===== config.mk =====
export PLATFORM = sky130hd
export DESIGN_NAME = mser_responder
export DESIGN_NICKNAME = d
export VERILOG_FILES = /design/src/mser_pkg.sv /design/src/mser_frame_tx.sv /design/src/mser_responder.sv
export VERILOG_INCLUDE_DIRS = /design/src
export SDC_FILE = /design/constraint.sdc
export NUM_CORES = 1
export LEC_CHECK = 0
export ABC_AREA = 1
export BUFFER_PORTS_ARGS = -buffer_cell sky130_fd_sc_hd__buf_2
export CAP_MARGIN = 25
export CORE_ASPECT_RATIO = 0.75
export CORE_MARGIN = 2
export CORE_UTILIZATION = 48
export DETAILED_ROUTE_END_ITERATION = 6
export HOLD_SLACK_MARGIN = 0.03
export PLACE_DENSITY = 0.77
export SYNTH_ARGS = -nofsm -noshare
export SYNTH_HDL_FRONTEND = slang
export SYNTH_SLANG_ARGS = --single-unit

===== constraint.sdc =====
create_clock -name i_clk -period 1.8 [get_ports i_clk]
set_input_delay 0.45 -clock i_clk [delete_from_list [all_inputs] [get_ports i_clk]]
set_output_delay 0.45 -clock i_clk [all_outputs]
set_load 0.01 [all_outputs]

===== src/mser_defs.svh =====
// Constants of the response selector: exception codes, function code fields, map limits.
// Assumes inclusion by bare name from the package; the modules see its macros through it.
`ifndef MSER_DEFS_SVH
`define MSER_DEFS_SVH
`define MSER_FC_MSB          7
`define MSER_EXC_FLAG        8'h80
`define MSER_EXC_ILL_FUNC    8'h01
`define MSER_EXC_ILL_ADDR    8'h02
`define MSER_EXC_ILL_VALUE   8'h03
`define MSER_EXC_DEV_FAIL    8'h04
`define MSER_EXC_ACK         8'h05
`define MSER_EXC_BUSY        8'h06
`define MSER_EXC_MEM_PARITY  8'h08
`define MSER_EXC_GW_PATH     8'h0A
`define MSER_EXC_GW_TARGET   8'h0B
`define MSER_FC_FILE_READ    8'h14
`define MSER_FC_FILE_WRITE   8'h15
`define MSER_REG_COUNT       100
`define MSER_EXC_FRAME_BYTES 3
`endif


===== src/mser_pkg.sv =====
// Types shared by the response selector and its byte sequencer.
// Assumes the constants header sits beside it.
`default_nettype none
`include "mser_defs.svh"
package mser_pkg;
   typedef enum logic [1:0] {MSER_NONE, MSER_NORMAL, MSER_EXCEPTION} mser_kind_t;
   // One decoded query with every condition that can refuse it.
   typedef struct packed {
      logic [7:0]  addr;
      logic [7:0]  func;
      logic [15:0] offset;
      logic [15:0] length;
      logic        comm_err;
      logic        func_impl;
      logic        configured;
      logic        struct_err;
      logic        exec_fail;
      logic        prog_long;
      logic        prog_busy;
      logic        mem_parity;
      logic        gw_no_path;
      logic        gw_no_target;
   } mser_query_t;
   typedef struct packed {
      mser_kind_t kind;
      logic [7:0] addr;
      logic [7:0] func;
      logic [7:0] code;
   } mser_verdict_t;
   typedef enum {MSER_IDLE, MSER_SEND_ADDR, MSER_SEND_FUNC, MSER_SEND_CODE} mser_tx_state_t;
   typedef struct packed {
      mser_tx_state_t st;
      logic [7:0]     addr;
      logic [7:0]     func;
      logic [7:0]     code;
   } mser_tx_t;
endpackage
`default_nettype wire


===== src/mser_frame_tx.sv =====
// Byte sequencer for exception frames: address, modified function, exception code.
// Assumes a downstream framer appends the check field over the bytes it was given.
`timescale 1ns/1ps
`default_nettype none
module mser_frame_tx
   import mser_pkg::*;
(
   input  wire logic       i_clk,
   input  wire logic       i_sys_rst,
   input  wire logic       i_start,
   input  wire logic [7:0] i_addr,
   input  wire logic [7:0] i_func,
   input  wire logic [7:0] i_code,
   input  wire logic       i_ready,
   output logic            o_valid,
   output logic [7:0]      o_data,
   output logic            o_last,
   output logic            o_busy
);
   mser_tx_t r;
   mser_tx_t next_r;
   // =====================================================================
   // Sequencer
   always_comb
   begin
      next_r = r;
      case (r.st)
         MSER_IDLE:
         begin
            if (i_start)
            begin
               next_r.st   = MSER_SEND_ADDR;
               next_r.addr = i_addr;
               next_r.func = i_func;
               next_r.code = i_code;
            end
         end
         MSER_SEND_ADDR: if (i_ready) next_r.st = MSER_SEND_FUNC;
         MSER_SEND_FUNC: if (i_ready) next_r.st = MSER_SEND_CODE;
         MSER_SEND_CODE: if (i_ready) next_r.st = MSER_IDLE;
         default:        next_r.st = MSER_IDLE;
      endcase
   end
   always_ff @(posedge i_clk or posedge i_sys_rst)
   begin
      if (i_sys_rst)
         r <= '{st: MSER_IDLE, addr: 8'h00, func: 8'h00, code: 8'h00};
      else
         r <= next_r;
   end
   // Data comes straight from held bytes; the state register picks which one.
   always_comb
   begin
      o_valid = (r.st != MSER_IDLE);
      o_last  = (r.st == MSER_SEND_CODE);
      o_busy  = (r.st != MSER_IDLE);
      case (r.st)
         MSER_SEND_ADDR: o_data = r.addr;
         MSER_SEND_FUNC: o_data = r.func;
         MSER_SEND_CODE: o_data = r.code;
         default:        o_data = 8'h00;
      endcase
   end
endmodule // mser_frame_tx
`default_nettype wire


===== src/mser_responder.sv =====
// Response selector: picks none, normal or exception reply for each checked query.
// Assumes the receiver has already framed the query and checked parity and checksum.
`timescale 1ns/1ps
`default_nettype none
module mser_responder
   import mser_pkg::*;
#(
   parameter int REG_COUNT = `MSER_REG_COUNT
)
(
   input  wire logic          i_clk,
   input  wire logic          i_sys_rst,
   input  wire logic          i_query_valid,
   input  wire mser_query_t   i_query,
   input  wire logic          i_tx_ready,
   output logic               o_normal_valid,
   output logic [7:0]         o_normal_addr,
   output logic [7:0]         o_normal_func,
   output logic               o_tx_valid,
   output logic [7:0]         o_tx_data,
   output logic               o_tx_last,
   output logic               o_busy,
   output logic               o_dropped
);
   // A map larger than a 16-bit offset plus length can reach would leave codes unreachable.
   if (REG_COUNT < 1 || REG_COUNT > 65536)
   begin : g_bad_reg_count
      $error("REG_COUNT must lie in 1..65536.");
   end
   typedef struct packed {
      mser_verdict_t v;
      logic          take;
      logic          dropped;
   } mser_resp_state_t;
   mser_resp_state_t r;
   mser_resp_state_t next_r;
   logic             tx_busy;
   logic [16:0]      span_end;
   logic [7:0]       code;
   logic             refuse;
   // =====================================================================
   // Exception code selection
   // The end of the span is widened by one bit so offset plus length never wraps.
   assign span_end = {1'b0, i_query.offset} + {1'b0, i_query.length};
   always_comb
   begin
      refuse = 1'b1;
      code   = 8'h00;
      if (!i_query.func_impl || !i_query.configured || i_query.func[`MSER_FC_MSB])
         code = `MSER_EXC_ILL_FUNC;
      else if (i_query.prog_busy)
         code = `MSER_EXC_BUSY;
      else if (i_query.struct_err)
         code = `MSER_EXC_ILL_VALUE;
      else if (span_end > 17'(REG_COUNT))
         code = `MSER_EXC_ILL_ADDR;
      else if (i_query.gw_no_path)
         code = `MSER_EXC_GW_PATH;
      else if (i_query.gw_no_target)
         code = `MSER_EXC_GW_TARGET;
      else if (i_query.mem_parity &&
               (i_query.func == `MSER_FC_FILE_READ || i_query.func == `MSER_FC_FILE_WRITE))
         code = `MSER_EXC_MEM_PARITY;
      else if (i_query.exec_fail)
         code = `MSER_EXC_DEV_FAIL;
      else if (i_query.prog_long)
         code = `MSER_EXC_ACK;
      else
         refuse = 1'b0;
   end
   // =====================================================================
   // Verdict register
   // A query arriving while an exception frame is still going out is dropped; the master's
   // timeout recovers it.
   always_comb
   begin
      next_r         = r;
      next_r.take    = 1'b0;
      next_r.dropped = 1'b0;
      next_r.v.kind  = MSER_NONE;
      if (i_query_valid && !tx_busy && !r.take)
      begin
         next_r.v.addr = i_query.addr;
         if (i_query.comm_err)
            next_r.v.kind = MSER_NONE;
         else if (refuse)
         begin
            next_r.v.kind = MSER_EXCEPTION;
            next_r.v.func = i_query.func | `MSER_EXC_FLAG;
            next_r.v.code = code;
            next_r.take   = 1'b1;
         end
         else
         begin
            next_r.v.kind = MSER_NORMAL;
            next_r.v.func = i_query.func;
         end
      end
      else if (i_query_valid)
         next_r.dropped = 1'b1;
   end
   always_ff @(posedge i_clk or posedge i_sys_rst)
   begin
      if (i_sys_rst)
         r <= '{v: '{kind: MSER_NONE, addr: 8'h00, func: 8'h00, code: 8'h00}, take: 1'b0, dropped: 1'b0};
      else
         r <= next_r;
   end
   assign o_normal_valid = (r.v.kind == MSER_NORMAL);
   assign o_normal_addr  = r.v.addr;
   assign o_normal_func  = r.v.func;
   assign o_dropped      = r.dropped;
   assign o_busy         = tx_busy | r.take;
   mser_frame_tx u_tx (
      .i_clk     (i_clk),
      .i_sys_rst (i_sys_rst),
      .i_start   (r.take),
      .i_addr    (r.v.addr),
      .i_func    (r.v.func),
      .i_code    (r.v.code),
      .i_ready   (i_tx_ready),
      .o_valid   (o_tx_valid),
      .o_data    (o_tx_data),
      .o_last    (o_tx_last),
      .o_busy    (tx_busy)
   );
endmodule // mser_responder
`default_nettype wire


==> metrics.yaml <==
run_status:
  outcome: "complete, but fails checks"
  violations: "negative setup slack"
yosys:
  synth-adder-area-share_pct: 8.702
  synthDistinctLibCells: 27
  ys_seq_area_share_pct: 33.19
  yosysMostFrequentCell: "nand2_1"
  netlist_instances: 524
  ys.flop_type: "dfrtp_1"
  yosys_warnings: 0
  synth_common_cells: "238 x nand2_1, 70 x inv_1, 45 x dfrtp_1, 30 x nand3_1, 26 x nor2_1"
  yosys.area_share.simple_pct: 40.97
  synth_top_cell_area_share_pct: 33.19
  ys_ff_latch: 45
  synth_edf_count: 0
  synthArstFlopShare_pct: 100.0
  synth_xor_area_share_pct: 0.2581
  syn_nets: 609
  synth_compound_gate_area_share_pct: 4.499
  yosysTopAreaCell: "dfrtp_1"
  synthTopCellsByArea: "dfrtp_1 33%, nand2_1 26%, ha_1 8.1%"
  synth_top_family_by_area: "simple AND/OR/NAND/NOR gates"
  synth.mux.area_fraction_pct: 0
  syn_area_sq_um: 3393
  avgSynthCellArea_sq_um: 6.476
sta:
  rsz0062_at_grt: "yes"
  skew_ns: 0.005846
  period_share_pct: 119.3
  clock.fmax_mhz: 465.6
  slew_violations: 0
  relSlewSlack_pct: 79.45
  worst_slack_ns: -0.3476
  min_period_ns: 2.148
  hold_viol: 0
  fin_tns_setup_ns: -3.640
  worst_slew_pin_slew_ns: 0.3076
  setup_viol: 16
routing:
  via_per_inst: 4.906
  drt_iter0_markers: 210
  drcViolationCount: 0
  num_vias: 3542
  routed_wl_um: 9117
  detail_route.wl_per_cell_um: 12.63
  detail_route.first_pass.iterations: 6
  postRouteAntennaNets: 0
clock_network:
  root_buffer: "clkbuf_8"
  htree_levels: 2
  cts_tree: "built"
  clk-insertion-delay-late_ns: 0.30
  cts.clk_slew.worst_paths_ns: 0.09
  clkSinkCount: 45
  numCtsBuffers: 5
  cts_buffer_depth: 2
placed_design:
  io_buffers: 90
  hpwl_um: 6756
  dp_cells: 703
  placed_area_sq_um: 4044
  routabilityCongestion: 0.8425
worst_setup_path:
  crit_slowest_cell: "fa_2"
  critPathRequiredTime_ns: 1.99
  critical_path_class: "in2reg"
  worstPathMaxFanout: 5
  critPathLaunchType: "primary input"
  endpoint_kind: "flip-flop"
  path_cells: "buf_6, ha_4, fa_2, nand3_2, nand2_2, nand2_2, nand3b_1, nand2_1, nand3_2, nor2_4, nand4_1, nor2_2, inv_2, nand2_4, o21ai_1"
  critical_path_arrival_ns: 2.34
  cpPeakStageDelay_ns: 0.39
power:
  ir_drop_mv: 0.5394
  leakagePower_nw: 2.628
  power_density_nw_per_um2: 1054
  power_mw: 4.920
job:
  cap_violations: 0
global_route:
  antenna_found_initial: 0
  global_route.usage.met2_pct: 37.48
  use_met3_pct: 3.646
  grt_overflow_total: 0
  grt_pass1_vias: 3349
  grtUsageTotal_pct: 24.17
  globalRouteMet1Util_pct: 36.40
  grt_max_degree: 46
  grt_pass1_wl_um: 15300
  grt_busiest_layer: "met2"
die:
  initial_core_util_pct: 49.67
  die-area_sq_um: 7765
  top_level_ports: 91
  die_h_um: 76.82
  die_w_um: 101.1
  core_sq_um: 6832
  rows: 26
finish:
  diodes: 0
  nFillCells: 613
  area_growth_pct: 37.54
  finalNonFillerCells: 722
  layout-drive-gt1-share_pct: 36.52
  stdcell_area_sq_um: 4667
  nets: 722
worst_hold_path:
  min_path_type: "in2async"
layout make-up:
type / instances / area (sq um) / share of cell area [%]
multi-input cells: 383 / 2253 / 48.28
well taps: 84 / 105.1 / 2.252
flip-flops and latches: 45 / 1126 / 24.13
inverters: 74 / 282.8 / 6.059
clock inverters: 1 / 7.507 / 0.1609
clock buffers: 7 / 76.32 / 1.635
repair buffers: 128 / 815.8 / 17.48
routing by layer:
layer	up-vias	routed length (um)
met5	-	0
met4	0	108
met3	13	622
met2	112	4038
met1	1601	4347
li1	1816	-
state kept, by name (all words and copies together), names as in the netlist:
signal / cells
u_tx.r: 22
o_normal_addr: 8
o_normal_func: 8
r: 6
o_dropped: 1
power breakdown:
| part | switching [mW] | internal, mW |
|---|---|---|
| logic | 1.43 | 1.15 |
| clock network | 0.345 | 0.275 |
| registers | 0.310 | 1.41 |
worst paths after layout:
| check | from | endpoint | slack [ns] | depth (start not counted) |
|---|---|---|---|---|
| hold reg to reg | u_tx.r[0]$_DFFE_PP0P_ | u_tx.r[0]$_DFFE_PP0P_ | 0.49 | 2 |
| setup / recovery | i_query[26] | o_normal_func[7]$_DFFE_PP0P_ | -0.35 | 15 |
| hold / removal | i_sys_rst | o_normal_func[0]$_DFFE_PP0P_ | 0.17 | 3 |
| min in group i_clk | i_query[42] | o_normal_func[0]$_DFFE_PP0P_ | 0.35 | 3 |
| setup reg to reg | u_tx.r[24]$_DFFE_PP0P_ | r[4]$_DFFE_PP0P_ | -0.03 | 11 |
| max in group asynchronous | i_sys_rst | u_tx.r[9]$_DFFE_PP0P_ | 1.41 | 3 |
metrics by stage:
stage | setup slack [ns] | hold slack, ns | util [%]
3_5_place_dp | -0.6758 | 0.4664 | 59.19
4_1_cts | -0.2388 | 0.1815 | 66.06
5_1_grt | -0.4563 | 0.1973 | 68.32
3_3_place_gp | -0.5866 | 0.4629 | 59.19
2_1_floorplan | -0.3414 | 0.4422 | -
6_report | -0.3476 | 0.1684 | 68.32
cell usage in the layout (no fill, tap or decap), types with 11 or more instances in the layout:
cell,count
buf_2,84
buf_4,29
buf_6,14
dfrtp_1,45
ha_4,17
inv_1,60
nand2_1,212
nand2_2,27
nand3_1,20
nand3_2,12
nor2_1,21
nor2_2,12
o21ai_0,11
repair_timing:
action                                  4_1_cts  5_1_grt
endpoints found under the setup margin       16       22
hold buffers                                  0        0
pin swaps                                    34       17
gates resized for setup                      68       38
setup buffers                                 8        3
critical path: cells and delay by family:
family,cells,cell delay (ns)
AOI/OAI and AO/OA,1,0.06
adders and majority gates,2,0.54
buffers and inverters,2,0.18
and+or+nand+nor,10,1.10
cell families after synthesis:
logic type	after synthesis
buf+inv	96
simple gates	330
xor+xnor	1
flops	45
compound gates	29
fa+ha+maj	23
Power figures use the tool's default switching activity.
